$ cat src/ddc_pkg.sv
// Shared constants, types and decode helpers for the DRAM command pin link.
// Assumes both ends run on one sys_clk; command pins change only on its edge.
package ddc_pkg;

    localparam int BA_W    = 3;
    localparam int ADDR_W  = 13;
    localparam int ROW_W   = 13;
    localparam int COL_W   = 10;
    localparam int NBANK   = 8;
    localparam int DQ_W    = 16;
    localparam int BYTE_W  = 8;
    localparam int MR_NUM  = 4;
    localparam int MR_W    = 2;

    // Address bits with a second meaning
    localparam int AP_BIT  = 10;
    localparam int BC_BIT  = 12;

    // Burst field of the burst-setup mode register
    localparam int          BL_LO       = 0;
    localparam logic [1:0]  BL_FIXED8   = 2'h0;
    localparam logic [1:0]  BL_OTF      = 2'h1;
    localparam logic [1:0]  BL_FIXED4   = 2'h2;

    // Termination fields in first and second mode registers
    localparam int RTT_NOM_B0 = 2;
    localparam int RTT_NOM_B1 = 6;
    localparam int RTT_NOM_B2 = 9;
    localparam int RTT_WR_LO  = 9;

    localparam logic [MR_W-1:0] MR_SEL_BURST  = 2'h0;
    localparam logic [MR_W-1:0] MR_SEL_FIRST  = 2'h1;
    localparam logic [MR_W-1:0] MR_SEL_SECOND = 2'h2;

    localparam logic [ADDR_W-1:0] MR_RESET_VAL = 13'h0000;
    localparam logic [NBANK-1:0]  BANKS_NONE   = 8'h00;
    localparam logic [NBANK-1:0]  BANKS_ALL    = 8'hff;

    // Clock-enable hold after a read or write: latency plus full burst
    localparam logic [4:0] BURST_HOLD_CYC = 5'h10;

    // Pin codes {cs_n, ras_n, cas_n, we_n}
    localparam logic [3:0] PIN_MRS  = 4'h0;
    localparam logic [3:0] PIN_REF  = 4'h1;
    localparam logic [3:0] PIN_PRE  = 4'h2;
    localparam logic [3:0] PIN_ACT  = 4'h3;
    localparam logic [3:0] PIN_WR   = 4'h4;
    localparam logic [3:0] PIN_RD   = 4'h5;
    localparam logic [3:0] PIN_ZQ   = 4'h6;
    localparam logic [3:0] PIN_NOP  = 4'h7;
    localparam logic [3:0] PIN_DESL = 4'hf;

    typedef enum logic [3:0] {
        CMD_DESEL, CMD_NOP, CMD_ACT, CMD_RD, CMD_WR,
        CMD_PRE, CMD_REF, CMD_MRS, CMD_ZQ
    } ddc_cmd_t;

    typedef enum logic [1:0] {
        PWR_RUN, PWR_PRE_PD, PWR_ACT_PD, PWR_SELF
    } ddc_pwr_t;

    function automatic ddc_cmd_t ddc_decode(input logic [3:0] pins);
        ddc_cmd_t c;
        c = CMD_NOP;
        if (pins[3]) begin
            c = CMD_DESEL;
        end else begin
            case (pins)
                PIN_MRS: c = CMD_MRS;
                PIN_REF: c = CMD_REF;
                PIN_PRE: c = CMD_PRE;
                PIN_ACT: c = CMD_ACT;
                PIN_WR:  c = CMD_WR;
                PIN_RD:  c = CMD_RD;
                PIN_ZQ:  c = CMD_ZQ;
                default: c = CMD_NOP;
            endcase
        end
        return c;
    endfunction

    function automatic logic [3:0] ddc_encode(input ddc_cmd_t c);
        logic [3:0] p;
        p = PIN_DESL;
        case (c)
            CMD_MRS: p = PIN_MRS;
            CMD_REF: p = PIN_REF;
            CMD_PRE: p = PIN_PRE;
            CMD_ACT: p = PIN_ACT;
            CMD_WR:  p = PIN_WR;
            CMD_RD:  p = PIN_RD;
            CMD_ZQ:  p = PIN_ZQ;
            CMD_NOP: p = PIN_NOP;
            default: p = PIN_DESL;
        endcase
        return p;
    endfunction

endpackage

$ cat src/ddc_if.sv
// Command, address, control and write-data pins between controller and DRAM.
// Assumes the testbench supplies sys_clk to both ends separately.
`timescale 1ns/1ns
`default_nettype none
interface ddc_if;
    import ddc_pkg::*;
    logic                 cke;
    logic                 cs_n;
    logic                 ras_n;
    logic                 cas_n;
    logic                 we_n;
    logic [BA_W-1:0]      ba;
    logic [ADDR_W-1:0]    addr;
    logic                 odt;
    logic                 reset_n;
    logic                 dq_valid;
    logic [DQ_W-1:0]      dq;
    logic                 upper_byte_write_mask;
    logic                 lower_byte_write_mask;

    modport ctrl (
        output cke, cs_n, ras_n, cas_n, we_n, ba, addr, odt, reset_n,
        output dq_valid, dq, upper_byte_write_mask, lower_byte_write_mask
    );
    modport dram (
        input cke, cs_n, ras_n, cas_n, we_n, ba, addr, odt, reset_n,
        input dq_valid, dq, upper_byte_write_mask, lower_byte_write_mask
    );
endinterface
`default_nettype wire

$ cat src/ddc_cmd_dec.sv
// Command decoder for the DRAM end: pin code to command, with bank-command flag.
// Assumes pins are already sampled on the rising clock edge.
`timescale 1ns/1ns
`default_nettype none
module ddc_cmd_dec (
    input  wire logic         cs_n,
    input  wire logic         ras_n,
    input  wire logic         cas_n,
    input  wire logic         we_n,
    output ddc_pkg::ddc_cmd_t cmd,
    output logic              is_bank_cmd
);
    import ddc_pkg::*;

    always_comb begin
        cmd = ddc_decode({cs_n, ras_n, cas_n, we_n});
        is_bank_cmd = (cmd == CMD_ACT) || (cmd == CMD_RD) || (cmd == CMD_WR)
                    || (cmd == CMD_PRE);
    end
endmodule // ddc_cmd_dec
`default_nettype wire

$ cat src/ddc_dram_end.sv
// DRAM end of the command pin link: samples pins, decodes commands, tracks
// power state, open banks, mode registers, termination and write masks.
// Assumes the controller keeps its side: clock enable high through bursts,
// rows opened before access, deselect when idle.
`timescale 1ns/1ns
`default_nettype none
module ddc_dram_end (
    input  wire logic                       sys_clk,
    input  wire logic                       rst,
    ddc_if.dram                             pins,
    output ddc_pkg::ddc_cmd_t               cmd,
    output logic                            cmd_valid,
    output logic [ddc_pkg::BA_W-1:0]        bank,
    output logic [ddc_pkg::ROW_W-1:0]       row,
    output logic [ddc_pkg::COL_W-1:0]       col,
    output logic                            auto_pre,
    output logic                            pre_all,
    output logic                            burst_chop,
    output logic [ddc_pkg::NBANK-1:0]       open_banks,
    output ddc_pkg::ddc_pwr_t               pwr_state,
    output logic                            term_en,
    output logic                            wr_valid,
    output logic [ddc_pkg::DQ_W-1:0]        wr_data,
    output logic [1:0]                      wr_byte_en,
    output logic                            in_reset
);
    import ddc_pkg::*;

    typedef struct packed {
        ddc_cmd_t                     cmd;
        logic                         cmd_valid;
        logic [BA_W-1:0]              bank;
        logic [ROW_W-1:0]             row;
        logic [COL_W-1:0]             col;
        logic                         auto_pre;
        logic                         pre_all;
        logic                         burst_chop;
        logic [NBANK-1:0]             open;
        ddc_pwr_t                     pwr;
        logic                         term_en;
        logic                         wr_valid;
        logic [DQ_W-1:0]              wr_data;
        logic [1:0]                   wr_byte_en;
        logic                         in_reset;
        logic                         cke_prev;
        logic [MR_NUM-1:0][ADDR_W-1:0] mr;
    } ddc_dram_st_t;

    ddc_dram_st_t s_r;
    ddc_dram_st_t s_nxt;
    ddc_cmd_t     dec_cmd;
    logic         dec_bank_cmd;
    logic         dram_rst;
    logic         term_prog;
    logic         cmd_live;

    ///////////////////////////////////////////////////////////////////////////
    // Decode and reset

    ddc_cmd_dec u_dec (
        .cs_n        (pins.cs_n),
        .ras_n       (pins.ras_n),
        .cas_n       (pins.cas_n),
        .we_n        (pins.we_n),
        .cmd         (dec_cmd),
        .is_bank_cmd (dec_bank_cmd)
    );

    // Either system reset or the device reset pin clears everything
    assign dram_rst = rst | ~pins.reset_n;

    ///////////////////////////////////////////////////////////////////////////
    // Next state

    always_comb begin
        s_nxt = s_r;
        s_nxt.cmd_valid  = 1'b0;
        s_nxt.wr_valid   = 1'b0;
        s_nxt.wr_byte_en = 2'h0;
        s_nxt.in_reset   = 1'b0;
        s_nxt.cke_prev   = pins.cke;
        s_nxt.cmd        = dec_cmd;

        // Termination programmed on in either mode register
        term_prog = s_r.mr[MR_SEL_FIRST][RTT_NOM_B0] | s_r.mr[MR_SEL_FIRST][RTT_NOM_B1]
                  | s_r.mr[MR_SEL_FIRST][RTT_NOM_B2]
                  | (|s_r.mr[MR_SEL_SECOND][RTT_WR_LO +: 2]);

        // Commands only live while running with clock enable high
        cmd_live = (s_r.pwr == PWR_RUN) && pins.cke && (dec_cmd != CMD_DESEL);

        case (s_r.pwr)
            PWR_RUN: begin
                if (s_r.cke_prev && !pins.cke) begin
                    if (dec_cmd == CMD_REF) begin
                        s_nxt.pwr = PWR_SELF;
                    end else if (s_r.open == BANKS_NONE) begin
                        s_nxt.pwr = PWR_PRE_PD;
                    end else begin
                        s_nxt.pwr = PWR_ACT_PD;
                    end
                end
            end
            PWR_PRE_PD, PWR_ACT_PD: begin
                if (pins.cke) begin
                    s_nxt.pwr = PWR_RUN;
                end
            end
            PWR_SELF: begin
                // Only clock enable is listened to; no command needed to leave
                if (pins.cke) begin
                    s_nxt.pwr = PWR_RUN;
                end
            end
            default: begin
                s_nxt.pwr = PWR_RUN;
            end
        endcase

        // Termination: ignored when not programmed or in self-refresh
        if (s_r.pwr == PWR_SELF || !term_prog) begin
            s_nxt.term_en = 1'b0;
        end else begin
            s_nxt.term_en = pins.odt;
        end

        if (cmd_live) begin
            s_nxt.cmd_valid = 1'b1;
            if (dec_bank_cmd) begin
                s_nxt.bank = pins.ba;
            end
            case (dec_cmd)
                CMD_ACT: begin
                    s_nxt.row = pins.addr[ROW_W-1:0];
                    s_nxt.open[pins.ba] = 1'b1;
                end
                CMD_RD, CMD_WR: begin
                    s_nxt.col      = pins.addr[COL_W-1:0];
                    s_nxt.auto_pre = pins.addr[AP_BIT];
                    if (pins.addr[AP_BIT]) begin
                        s_nxt.open[pins.ba] = 1'b0;
                    end
                    case (s_r.mr[MR_SEL_BURST][BL_LO +: 2])
                        BL_OTF:    s_nxt.burst_chop = ~pins.addr[BC_BIT];
                        BL_FIXED4: s_nxt.burst_chop = 1'b1;
                        default:   s_nxt.burst_chop = 1'b0;
                    endcase
                end
                CMD_PRE: begin
                    s_nxt.pre_all = pins.addr[AP_BIT];
                    if (pins.addr[AP_BIT]) begin
                        s_nxt.open = BANKS_NONE;
                    end else begin
                        s_nxt.open[pins.ba] = 1'b0;
                    end
                end
                CMD_MRS: begin
                    // Top bank bit must be clear for a valid register select
                    if (!pins.ba[BA_W-1]) begin
                        s_nxt.mr[pins.ba[MR_W-1:0]] = pins.addr;
                    end
                    s_nxt.bank = pins.ba;
                end
                default: begin
                    s_nxt.bank = s_r.bank;
                end
            endcase
        end

        // Each sampled beat stands for one data strobe edge
        if (pins.dq_valid && s_r.pwr == PWR_RUN && pins.cke) begin
            s_nxt.wr_valid   = 1'b1;
            s_nxt.wr_data    = pins.dq;
            s_nxt.wr_byte_en = {~pins.upper_byte_write_mask,
                                ~pins.lower_byte_write_mask};
        end
    end

    ///////////////////////////////////////////////////////////////////////////
    // State register

    always_ff @(posedge sys_clk or posedge dram_rst) begin
        if (dram_rst) begin
            s_r            <= '0;
            s_r.cmd        <= CMD_DESEL;
            s_r.pwr        <= PWR_RUN;
            s_r.open       <= BANKS_NONE;
            s_r.in_reset   <= 1'b1;
            s_r.cke_prev   <= 1'b1;
            s_r.mr         <= {MR_NUM{MR_RESET_VAL}};
        end else begin
            s_r <= s_nxt;
        end
    end

    assign cmd        = s_r.cmd;
    assign cmd_valid  = s_r.cmd_valid;
    assign bank       = s_r.bank;
    assign row        = s_r.row;
    assign col        = s_r.col;
    assign auto_pre   = s_r.auto_pre;
    assign pre_all    = s_r.pre_all;
    assign burst_chop = s_r.burst_chop;
    assign open_banks = s_r.open;
    assign pwr_state  = s_r.pwr;
    assign term_en    = s_r.term_en;
    assign wr_valid   = s_r.wr_valid;
    assign wr_data    = s_r.wr_data;
    assign wr_byte_en = s_r.wr_byte_en;
    assign in_reset   = s_r.in_reset;

endmodule // ddc_dram_end
`default_nettype wire

$ cat src/flat_wrapper.sv
// flat-port wrapper written by rule: the top's interface ports become plain ports
module ddc_dram_end_flat import ddc_pkg::*;
  (sys_clk, rst, cmd, cmd_valid, bank, row, col, auto_pre, pre_all, burst_chop, open_banks, pwr_state, term_en, wr_valid, wr_data, wr_byte_en, in_reset, pins_cke, pins_cs_n, pins_ras_n, pins_cas_n, pins_we_n, pins_ba, pins_addr, pins_odt, pins_reset_n, pins_dq_valid, pins_dq, pins_upper_byte_write_mask, pins_lower_byte_write_mask);
  ddc_if pins_i ();
  input  wire logic sys_clk;
  input  wire logic rst;
  output ddc_pkg::ddc_cmd_t cmd;
  output logic cmd_valid;
  output logic [ddc_pkg::BA_W-1:0] bank;
  output logic [ddc_pkg::ROW_W-1:0] row;
  output logic [ddc_pkg::COL_W-1:0] col;
  output logic auto_pre;
  output logic pre_all;
  output logic burst_chop;
  output logic [ddc_pkg::NBANK-1:0] open_banks;
  output ddc_pkg::ddc_pwr_t pwr_state;
  output logic term_en;
  output logic wr_valid;
  output logic [ddc_pkg::DQ_W-1:0] wr_data;
  output logic [1:0] wr_byte_en;
  output logic in_reset;
  input wire logic [$bits(pins_i.cke)-1:0] pins_cke;
  input wire logic [$bits(pins_i.cs_n)-1:0] pins_cs_n;
  input wire logic [$bits(pins_i.ras_n)-1:0] pins_ras_n;
  input wire logic [$bits(pins_i.cas_n)-1:0] pins_cas_n;
  input wire logic [$bits(pins_i.we_n)-1:0] pins_we_n;
  input wire logic [$bits(pins_i.ba)-1:0] pins_ba;
  input wire logic [$bits(pins_i.addr)-1:0] pins_addr;
  input wire logic [$bits(pins_i.odt)-1:0] pins_odt;
  input wire logic [$bits(pins_i.reset_n)-1:0] pins_reset_n;
  input wire logic [$bits(pins_i.dq_valid)-1:0] pins_dq_valid;
  input wire logic [$bits(pins_i.dq)-1:0] pins_dq;
  input wire logic [$bits(pins_i.upper_byte_write_mask)-1:0] pins_upper_byte_write_mask;
  input wire logic [$bits(pins_i.lower_byte_write_mask)-1:0] pins_lower_byte_write_mask;
  assign pins_i.cke = pins_cke;
  assign pins_i.cs_n = pins_cs_n;
  assign pins_i.ras_n = pins_ras_n;
  assign pins_i.cas_n = pins_cas_n;
  assign pins_i.we_n = pins_we_n;
  assign pins_i.ba = pins_ba;
  assign pins_i.addr = pins_addr;
  assign pins_i.odt = pins_odt;
  assign pins_i.reset_n = pins_reset_n;
  assign pins_i.dq_valid = pins_dq_valid;
  assign pins_i.dq = pins_dq;
  assign pins_i.upper_byte_write_mask = pins_upper_byte_write_mask;
  assign pins_i.lower_byte_write_mask = pins_lower_byte_write_mask;
  ddc_dram_end u_core (.sys_clk(sys_clk), .rst(rst), .pins(pins_i), .cmd(cmd), .cmd_valid(cmd_valid), .bank(bank), .row(row), .col(col), .auto_pre(auto_pre), .pre_all(pre_all), .burst_chop(burst_chop), .open_banks(open_banks), .pwr_state(pwr_state), .term_en(term_en), .wr_valid(wr_valid), .wr_data(wr_data), .wr_byte_en(wr_byte_en), .in_reset(in_reset));
endmodule
$ cat config.mk
export PLATFORM = sky130hd
export DESIGN_NAME = ddc_dram_end_flat
export DESIGN_NICKNAME = d
export VERILOG_FILES = /design/src/ddc_pkg.sv /design/src/ddc_if.sv /design/src/ddc_cmd_dec.sv /design/src/ddc_dram_end.sv /design/src/flat_wrapper.sv
export SDC_FILE = /design/constraint.sdc
export NUM_CORES = 1
export LEC_CHECK = 0
export BUFFER_PORTS_ARGS = -buffer_cell sky130_fd_sc_hd__buf_2
export CAP_MARGIN = 20
export CORE_ASPECT_RATIO = 0.9
export CORE_UTILIZATION = 55
export CTS_CLUSTER_DIAMETER = 50
export DETAILED_ROUTE_END_ITERATION = 10
export GPL_TIMING_DRIVEN = 0
export PLACE_DENSITY = 0.9
export SYNTH_ARGS = -nofsm -noshare
export SYNTH_HDL_FRONTEND = slang
export SYNTH_SLANG_ARGS = --single-unit
$ cat constraint.sdc
create_clock -name sys_clk -period 8.5 [get_ports sys_clk]
set_input_delay 0.85 -clock sys_clk [delete_from_list [all_inputs] [get_ports sys_clk]]
set_output_delay 0.85 -clock sys_clk [all_outputs]
set_load 0.005 [all_outputs]
==> results of run 1 <==
final timing paths:
kind                                                  to  slack (ns)  cells after the start
max                            u_core.row[1]$_DFFE_PP0P_        6.27                      6
min                           u_core.s_r[35]$_DFFE_PP0P_        0.50                      1
max reg2reg                    u_core.row[1]$_DFFE_PP0P_        6.39                      5
min reg2reg                   u_core.s_r[35]$_DFFE_PP0P_        0.50                      1
max in group asynchronous       u_core.s_r[52]$_DFF_PP1_        7.20                      3
min in group asynchronous  u_core.wr_data[3]$_DFFE_PP0P_        0.65                      2
placed cells by master, fill, tap and decap left out, types with 2 or more instances in the layout:
cell type / n
nor2b_1: 5
clkinvlp_4: 3
mux2_2: 28
or4_1: 2
nor4_1: 5
dfrtp_1: 71
nand3_1: 2
mux2_4: 18
clkbuf_1: 7
buf_6: 3
nand2b_1: 4
buf_2: 107
nor3_1: 9
o221a_2: 2
inv_6: 2
buf_4: 58
ha_1: 2
clkbuf_8: 9
nand2_1: 11
dfstp_2: 2
o22ai_1: 4
buf_12: 3
mux2_1: 2
nor2_1: 19
o22a_1: 8
inv_1: 9
a21oi_1: 11
through the flow:
stage | cell area (µm²) | hold slack, ns | utilization
after floorplan | 3620 | 0.455 | -
after global placement | 4260 | 0.472 | 0.681
after detailed placement | 4300 | 0.483 | 0.689
after CTS | 4500 | 0.506 | 0.720
after global routing | 4500 | 0.529 | 0.720
final | 4500 | 0.505 | 0.720
critical path, stage by stage:
cell and delay (ns):
buf_2 0.15, or4b_4 0.48, buf_6 0.16, nor3_4 0.30
buf_12 0.20, mux2_4 0.31
cell type report:
cell class                      count  area (µm²)
Clock buffer                       10         128
Timing Repair Buffer              108         571
Inverter                           10        42.5
Tap cell                           87         109
Multi-Input combinational cell    149        1240
Fill cell                         443        1750
Buffer                             69         517
Sequential cell                    73        1830
Clock inverter                      6        66.3
report_power, final:
| part | internal [mW] | switching [mW] | total, mW |
|---|---|---|---|
| Combinational | 0.275 | 0.133 | 0.408 |
| Clock | 0.136 | 0.129 | 0.265 |
| Sequential | 0.444 | 0.0614 | 0.505 |
state kept, by name, indices dropped and copies added (netlist names):
name and cells:
u_core.auto_pre 1, u_core.bank 3, u_core.burst_chop 1, u_core.cmd 4, u_core.cmd_valid 1, u_core.col 10
u_core.in_reset 1, u_core.open_banks 8, u_core.pre_all 1, u_core.pwr_state 2, u_core.row 13, u_core.s_r 8
u_core.term_en 1, u_core.wr_byte_en 2, u_core.wr_data 16, u_core.wr_valid 1
layer usage:
| layer | vias up | global-route usage | wire length [µm] | share of wire |
|---|---|---|---|---|
| li1 | 1222 | - | - | - |
| met1 | 1204 | 0.270 | 3090 | 0.44 |
| met2 | 92 | 0.380 | 3490 | 0.49 |
| met3 | 5 | 0.0696 | 444 | 0.063 |
| met4 | 0 | 0.0541 | 31 | 0.0044 |
| met5 | - | 0 | 0 | 0 |
logic make-up after synthesis:
family	synth area share
buf+inv	0.155
flops	0.506
simple gates	0.0965
mux	0.168
compound gates	0.0643
fa+ha+maj	0.00968
other cells	0.00104
==> reports/qor.yml, run 1 <==
grt_max_degree: 28
drc_errors: 0
synth_commonest_cells: "71 x dfrtp_1, 58 x buf_4, 28 x mux2_2"
critPathLaunch: "pins_cke"
cts_resized: 0
place_ws_ns: 5.91
die_area_um2: 6910
design.portCount: 109
critical_path_class: "input pin to register"
hp-class: "register to register"
clk_path_buf_depth: 2
synth_cell_type_count: 41
antenna_found_initial: 0
coreArea_um2: 6250
synthArstFlopShare: 1.00
grt_usage: 0.221
rsz0062_at_grt: "false"
layout.nets: 466
required_ns: 8.72
dr.pass1.iters: 4
area_growth_pct: 24.4
cts_setup_buffers: 0
htreeDepth: 3
start_util: 0.579
clk_latency_ns: 0.34
drv_slew: 0
peakVddDrop_uv: 196
leakage_nw: 2.33
reg2reg_from: "u_core.pwr_state[1]$_DFFE_PP0P_"
routed_wl_mm: 7.06
tightest_slew_ns: 0.642
drt_iter0_markers: 70
synthTopCellsByArea: "dfrtp_1 49%, buf_4 12%, mux2_2 8.7%"
synth_top_area_cell: "dfrtp_1"
synth_edf_count: 0
fmax_mhz: 448
hold_buffers: 0
place_inst: 496
syn_inst: 301
fin_crit_sh: 0.262
synth_ff_type: "dfrtp_1"
worst_setup_path_end_kind: "register"
portBuffers: 106
yosysSeqAreaShare: 0.506
layout-drive-gt1-share: 0.574
cts_tree: "done"
ys.warnings.count: 0
synthesis.area_um2: 3620
diodes: 0
slew_headroom: 0.571
avgViaCountPerCell: 4.93
setup_viol: 0
cts.clk_slew.worst_paths_ns: 0.07
grt_pass1_wl_mm: 11.6
syn_nets: 347
critPathMaxFanout: 10
root_buffer: "clkbuf_8"
synth.avg_cell_area_um2: 12.0
min_from: "u_core.s_r[35]$_DFFE_PP0P_"
total_power_mw: 1.18
powerDensity_nw_per_um2: 262
rows: 27
fin_crit_ns: 2.23
numCtsBuffers: 9
cts.sinks: 73
grt_overflow: 0
hold_violations: 0
fin_ws_ns: 6.27
vias: 2523
grt_pass1_vias: 2517
timing.setup.tns_ns: 0
detail-route-antenna-nets: 0
die_h_um: 78.9
synth-seq-cells: 73
status: "finished, final reports clean"
fin_cells: 512
clock_skew_ns: 0.00436
cp.arrival_ns: 2.45
synth.most_common_cell: "dfrtp_1"
dp.final_hpwl_mm: 5.36
avgRoutedWirePerCell_um: 13.8
synth_top_area_share: 0.491
max_cap_viol_count: 0
critPathLaunchType: "input pin"
place.gp.congestion: 0.890
die_x_um: 87.5
Power figures use the tool's default switching activity.
==> run 2: changes to the inputs <==
Settings changed: CORE_UTILIZATION 55 to 47, PLACE_DENSITY 0.9 to 0.82.
Clock period 8.5 ns to 1.9 ns, I/O delays scaled along.
==> run 2 against run 1 <==
The flow now finishes with violations (hold timing). Clock skew is 0.0017 ns higher. Sequential power increased to 4.4 times the previous value. Flip-flop and latch count did not move. Critical path type is now register to register. Critical endpoint is now u_core.col[1]$_DFFE_PP0P_.
==> reports/qor.yml, run 2 (same netlist as run 1, synthesis figures left out) <==
stdcell_area_um2: 4580  # was 4500 µm²
die_x_um: 94.5  # was 87.5 µm
crit_path_end: "u_core.col[1]$_DFFE_PP0P_"  # was u_core.row[1]$_DFFE_PP0P_
die_h_um: 85.2  # was 78.9 µm
ff2ff_setup_slack_ns: 0.05  # was 6.39 ns
detail-route-antenna-nets: 0  # unchanged
grt_pass1_vias: 2621  # was 2517
cts.sinks: 73  # unchanged
critical_path_class: "register to register"  # was input pin to register
hp-class: "input pin to async pin"  # was register to register
r2r-end: "u_core.col[1]$_DFFE_PP0P_"  # was u_core.row[1]$_DFFE_PP0P_
numCtsBuffers: 9  # unchanged
layout_commonest_cell: "buf_2"  # unchanged
grt_usage: 0.196  # was 0.221
diodes: 0  # unchanged
vias: 2592  # was 2523
setup_viol: 0  # unchanged
antenna_found_initial: 0  # unchanged
p_clk_frac: 0.204  # was 0.225
power.share.switching: 0.280  # was 0.275
fmax_mhz: 540
critPathLaunchType: "register"  # was input pin
fin_cells: 527  # was 512
portBuffers: 106  # unchanged
layout-drive-gt1-share: 0.578  # was 0.574
avgViaCountPerCell: 4.92  # was 4.93
die_area_um2: 8050  # was 6910 µm²
required_ns: 2.13  # was 8.72 ns
dr.pass1.iters: 4  # unchanged
power.switching_mw: 1.44  # was 324 µW
violations: "hold timing"
mostFrequentLayoutCells: "107 x buf_2, 69 x dfrtp_1, 63 x buf_4, 28 x mux2_2, 19 x nor2_1"  # was 107 x buf_2, 71 x dfrtp_1, 58 x buf_4, 28 x mux2_2, 19 x nor2_1
cts.clk_slew.worst_paths_ns: 0.08  # was 0.07 ns
clk_path_buf_depth: 2  # unchanged
peakVddDrop_uv: 698  # was 196 µV
drc_errors: 0  # unchanged
critPathMaxFanout: 10  # unchanged
place_inst: 502  # was 496
rsz0062_at_grt: "true"  # was false
power_frac_seq: 0.435  # was 0.428
dpl_cell_area_um2: 4320  # was 4300 µm²
leakage_nw: 2.36  # was 2.33 nW
max_cap_viol_count: 0  # unchanged
grt_overflow: 0  # unchanged
grt_pass1_wl_mm: 12.1  # was 11.6 mm
reg2reg_depth: 5  # unchanged
worst_setup_path_end_kind: "register"  # unchanged
rows: 29  # was 27
cts_tree: "done"  # unchanged
root_buffer: "clkbuf_8"  # unchanged
tightest_slew_ns: 0.655  # was 0.642 ns
fin_crit_ns: 1.85
largest_reg_flops: 16  # unchanged
drv_slew: 0  # unchanged
layout.nets: 475  # was 466
slew_headroom: 0.562  # was 0.571
internal_power_mw: 3.71  # was 855 µW
powerDensity_nw_per_um2: 1130  # was 262 nW/µm²
avgRoutedWirePerCell_um: 13.9  # was 13.8 µm
dp.final_hpwl_mm: 5.39  # was 5.36 mm
coreArea_um2: 7260  # was 6250 µm²
clk_latency_ns: 0.35  # was 0.34 ns
hold_violations: 6  # was 0
design.portCount: 109  # unchanged
cp.arrival_ns: 2.08  # was 2.45 ns
fin_crit_sh: 0.974
drt_iter0_markers: 88  # was 70
start_util: 0.498  # was 0.579
reg2reg_from: "u_core.pwr_state[1]$_DFFE_PP0P_"  # unchanged
critPathLaunch: "u_core.pwr_state[1]$_DFFE_PP0P_"  # was pins_cke
area_growth_pct: 26.5  # was 24.4%
status: "finished, violations left"  # was finished, final reports clean
clock_skew_ns: 0.00609  # was 0.00436 ns
routed_wl_mm: 7.32  # was 7.06 mm
total_power_mw: 5.16  # was 1.18 mW
power.share.combinational: 0.362  # was 0.346
holdWs_ns: -0.00447  # was 0.505 ns
grt_max_degree: 34  # was 28
place.gp.congestion: 0.822  # was 0.890
htreeDepth: 3  # unchanged
-- run 2: power by group through the flow --
stage          clock network [mW]  registers [mW]  logic (mW)
2_1_floorplan                   0            2.20        1.27
4_1_cts                      1.10            2.24        1.90
3_5_place_dp                    0            2.28        1.84
3_3_place_gp                    0            2.25        1.79
6_report                     1.05            2.24        1.86
5_1_grt                      1.16            2.30        2.06
-- run 2: routing by layer --
metal  vias to the layer above  GRT usage  wire length (µm)
met2                        92      0.323              3500
met5                         -          0                 0
met3                        11     0.0591               447
met4                         0     0.0510                85
met1                      1247      0.253              3290
li1                       1242          -                 -
-- run 2: per-stage QoR --
stage	setup WS [ns]	hold WS, ns	util	TNS [ns]
2_1_floorplan	0.00993	0.194	-	0
3_3_place_gp	-0.303	0.350	0.589	-22.91
3_5_place_dp	-0.149	0.350	0.595	-1.99
4_1_cts	-0.0650	0.00687	0.636	-0.541
5_1_grt	-0.00430	0.0295	0.631	-0.0106
6_report	0.0497	-0.00447	0.631	0
-- run 2: final cells by class --
class | instances | area [µm²]
fill | 603 | 2680
timing repair buffer | 119 | 678
multi-input combinational | 149 | 1240
buffer | 67 | 494
clock inverter | 6 | 42.5
tap | 93 | 116
inverter | 10 | 42.5
sequential | 73 | 1830
clock buffer | 10 | 128
-- run 2: worst min path at each step --
| stage | from | end | cells after the start |
|---|---|---|---|
| after floorplan | pins_cke | u_core.s_r[52]$_DFF_PP1_ | 0 |
| after global placement | pins_cke | u_core.s_r[52]$_DFF_PP1_ | 1 |
| after detailed placement | pins_cke | u_core.s_r[52]$_DFF_PP1_ | 1 |
| after CTS | rst | u_core.col[5]$_DFFE_PP0P_ | 2 |
| after global routing | rst | u_core.col[7]$_DFFE_PP0P_ | 2 |
| final | rst | u_core.col[4]$_DFFE_PP0P_ | 2 |
-- run 2: worst max-delay path, stage by stage (launching register included) --
cell	delay, ns
dfrtp_2	0.41
or4b_4	0.60
inv_6	0.12
nand3_4	0.12
buf_12	0.19
mux2_4	0.30
-- run 2: timing repair --
item,4_1_cts,5_1_grt
setup endpoints to repair,23,21
hold endpoints to repair,16,0
buffers inserted,7,0
gates resized for setup,6,2
pin swaps,2,2
gates cloned,1,0
hold buffers,4,0
==> run 3: changes to the inputs <==
Settings changed: RECOVER_POWER from default to 100, SLEW_MARGIN from default to 15.
==> run 3 against run 2 <==
The run now ends clean. Power is 3.0% higher. Hold slack gained 0.047 ns. Sequential share of layout area up 0.066 points. Routed wire length is 2.2% higher. Clock-buffer cell count is the same. Sequential power barely moved. Global-route usage increased by 0.19 points. Via count rose by 1.2%. Critical path type unchanged. Critical endpoint is now u_core.row[9]$_DFFE_PP0P_. Largest cell class unchanged. Largest power group unchanged.
==> reports/qor.yml, run 3 (same netlist as run 1, synthesis figures left out) <==
start_util: 0.498  # unchanged
clk_path_buf_depth: 2  # unchanged
slew_headroom: 0.251  # was 0.562
design.portCount: 109  # unchanged
tightest_slew_ns: 1.12  # was 0.655 ns
largest_reg_flops: 16  # unchanged
p_clk_frac: 0.225  # was 0.204
power.share.switching: 0.276  # was 0.280
power.share.combinational: 0.351  # was 0.362
detail-route-antenna-nets: 0  # unchanged
dp.final_hpwl_mm: 5.49  # was 5.39 mm
critPathMaxFanout: 5  # was 10
root_buffer: "clkbuf_8"  # unchanged
fmax_mhz: 532  # was 540 MHz
internal_power_mw: 3.85  # was 3.71 mW
die_h_um: 85.2  # unchanged
die_area_um2: 8050  # unchanged
routed_wl_mm: 7.48  # was 7.32 mm
layout_commonest_cell: "buf_2"  # unchanged
critPathLaunchType: "register"  # unchanged
power_frac_seq: 0.424  # was 0.435
fin_crit_sh: 0.990  # was 0.974
required_ns: 2.13  # about the same
diodes: 0  # unchanged
coreArea_um2: 7260  # unchanged
clk_latency_ns: 0.34  # was 0.35 ns
cts.sinks: 73  # unchanged
antenna_found_initial: 0  # unchanged
mostFrequentLayoutCells: "103 x buf_2, 69 x dfrtp_1, 62 x buf_4, 25 x mux2_2, 21 x mux2_4"  # was 107 x buf_2, 69 x dfrtp_1, 63 x buf_4, 28 x mux2_2, 19 x nor2_1
rows: 29  # unchanged
drt_iter0_markers: 51  # was 88
power.switching_mw: 1.46  # was 1.44 mW
status: "finished, final reports clean"  # was finished, violations left
cts.clk_slew.worst_paths_ns: 0.08  # about the same
drc_errors: 0  # unchanged
grt_overflow: 0  # unchanged
rsz0062_at_grt: "true"  # unchanged
place_inst: 502  # unchanged
avgRoutedWirePerCell_um: 14.2  # was 13.9 µm
cp.arrival_ns: 2.11  # was 2.08 ns
critical_path_class: "register to register"  # unchanged
fin_crit_ns: 1.88  # was 1.85 ns
drv_slew: 0  # unchanged
area_growth_pct: 26.3  # was 26.5%
layout.nets: 475  # unchanged
hold_violations: 0  # was 6
place.gp.congestion: 0.822  # unchanged
htreeDepth: 3  # unchanged
grt_usage: 0.198  # was 0.196
holdWs_ns: 0.0425  # was -0.00447 ns
grt_pass1_vias: 2597  # was 2621
powerDensity_nw_per_um2: 1160  # was 1130 nW/µm²
portBuffers: 106  # unchanged
peakVddDrop_uv: 589  # was 698 µV
grt_pass1_wl_mm: 12.1  # about the same
setup_viol: 0  # unchanged
numCtsBuffers: 9  # unchanged
worst_setup_path_end_kind: "register"  # unchanged
grt_max_degree: 30  # was 34
avgViaCountPerCell: 4.98  # was 4.92
max_cap_viol_count: 0  # unchanged
clock_skew_ns: 0.00583  # was 0.00609 ns
die_x_um: 94.5  # unchanged
dr.pass1.iters: 4  # unchanged
vias: 2624  # was 2592
fin_cells: 527  # unchanged
hp-class: "input pin to register"  # was input pin to async pin
fill_cells: 606  # was 603
layout-drive-gt1-share: 0.571  # was 0.578
cts_tree: "done"  # unchanged
leakage_nw: 2.35  # was 2.36 nW
==> run 3: changes by cell type in the layout (fill, tap and decap cells not counted), moves of 2 or more <==
cell,delta
buf_2,-4
buf_6,+2
clkbuf_1,+4
clkbuf_2,+2
mux2_2,-3
mux2_4,+3
==> run 3: final timing paths <==
check                                                startpoint                              end  slack [ns]  cells after the start
worst max-delay path            u_core.pwr_state[1]$_DFFE_PP0P_        u_core.row[9]$_DFFE_PP0P_        0.02                      5
worst min-delay path                                  pins_cs_n          u_core.cmd[1]$_DFF_PP0_        0.04                      2
worst max register to register  u_core.pwr_state[1]$_DFFE_PP0P_        u_core.row[9]$_DFFE_PP0P_        0.02                      5
worst min register to register       u_core.s_r[15]$_DFFE_PP0P_       u_core.s_r[15]$_DFFE_PP0P_        0.49                      1
max in group asynchronous                                   rst  u_core.pwr_state[0]$_DFFE_PP0P_        0.39                      3
min in group asynchronous                          pins_reset_n        u_core.col[5]$_DFFE_PP0P_        0.18                      2
==> run 3: cell type report <==
class / count / area (µm²) / share of cell area
Multi-Input combinational cell: 149 / 1250 / 0.273
Tap cell: 93 / 116 / 0.0255
Clock buffer: 10 / 128 / 0.0279
Inverter: 10 / 42.5 / 0.00931
Buffer: 68 / 505 / 0.111
Timing Repair Buffer: 118 / 629 / 0.138
Sequential cell: 73 / 1830 / 0.401
Clock inverter: 6 / 66.3 / 0.0145
==> run 3: what timing repair did <==
action                                  4_1_cts  5_1_grt
endpoints found under the setup margin       25       19
gates resized for setup                       7        3
cloned                                        1        0
hold endpoints to repair                      3        0
pin swaps                                     2        2
buffers inserted                              7        0
hold buffers                                  3        0
==> run 3: per-stage QoR <==
| step | setup slack (ns) | setup TNS (ns) | utilization | power, mW | instance area [µm²] |
|---|---|---|---|---|---|
| floorplan | 0.00993 | 0 | - | 3.47 | 3620 |
| global placement | -0.303 | -22.91 | 0.589 | 4.04 | 4270 |
| detailed placement | -0.172 | -2.25 | 0.595 | 4.13 | 4320 |
| CTS | -0.0189 | -0.0882 | 0.638 | 5.37 | 4630 |
| global route | -0.0452 | -0.238 | 0.629 | 5.64 | 4570 |
| finish | 0.0187 | 0 | 0.629 | 5.31 | 4570 |
==> run 3: metal layers <==
layer	part of all wire	GRT usage	up-vias
met5	0	0	-
li1	-	-	1240
met1	0.44	0.260	1269
met2	0.47	0.318	102
met3	0.065	0.0466	13
met4	0.016	0.0785	0
==> run 3: power by group through the flow <==
stage / combinational (mW) / sequential [mW] / clock, mW
2_1_floorplan: 1.27 / 2.20 / 0
3_3_place_gp: 1.79 / 2.25 / 0
3_5_place_dp: 1.85 / 2.29 / 0
4_1_cts: 1.90 / 2.25 / 1.23
5_1_grt: 2.05 / 2.30 / 1.29
6_report: 1.86 / 2.25 / 1.20
==> run 3: worst max-delay path, stage by stage (launching register included) <==
cell     delay, ns
dfrtp_2       0.41
or4b_4        0.60
nor3_4        0.19
buf_6         0.15
buf_12        0.12
mux2_4        0.30
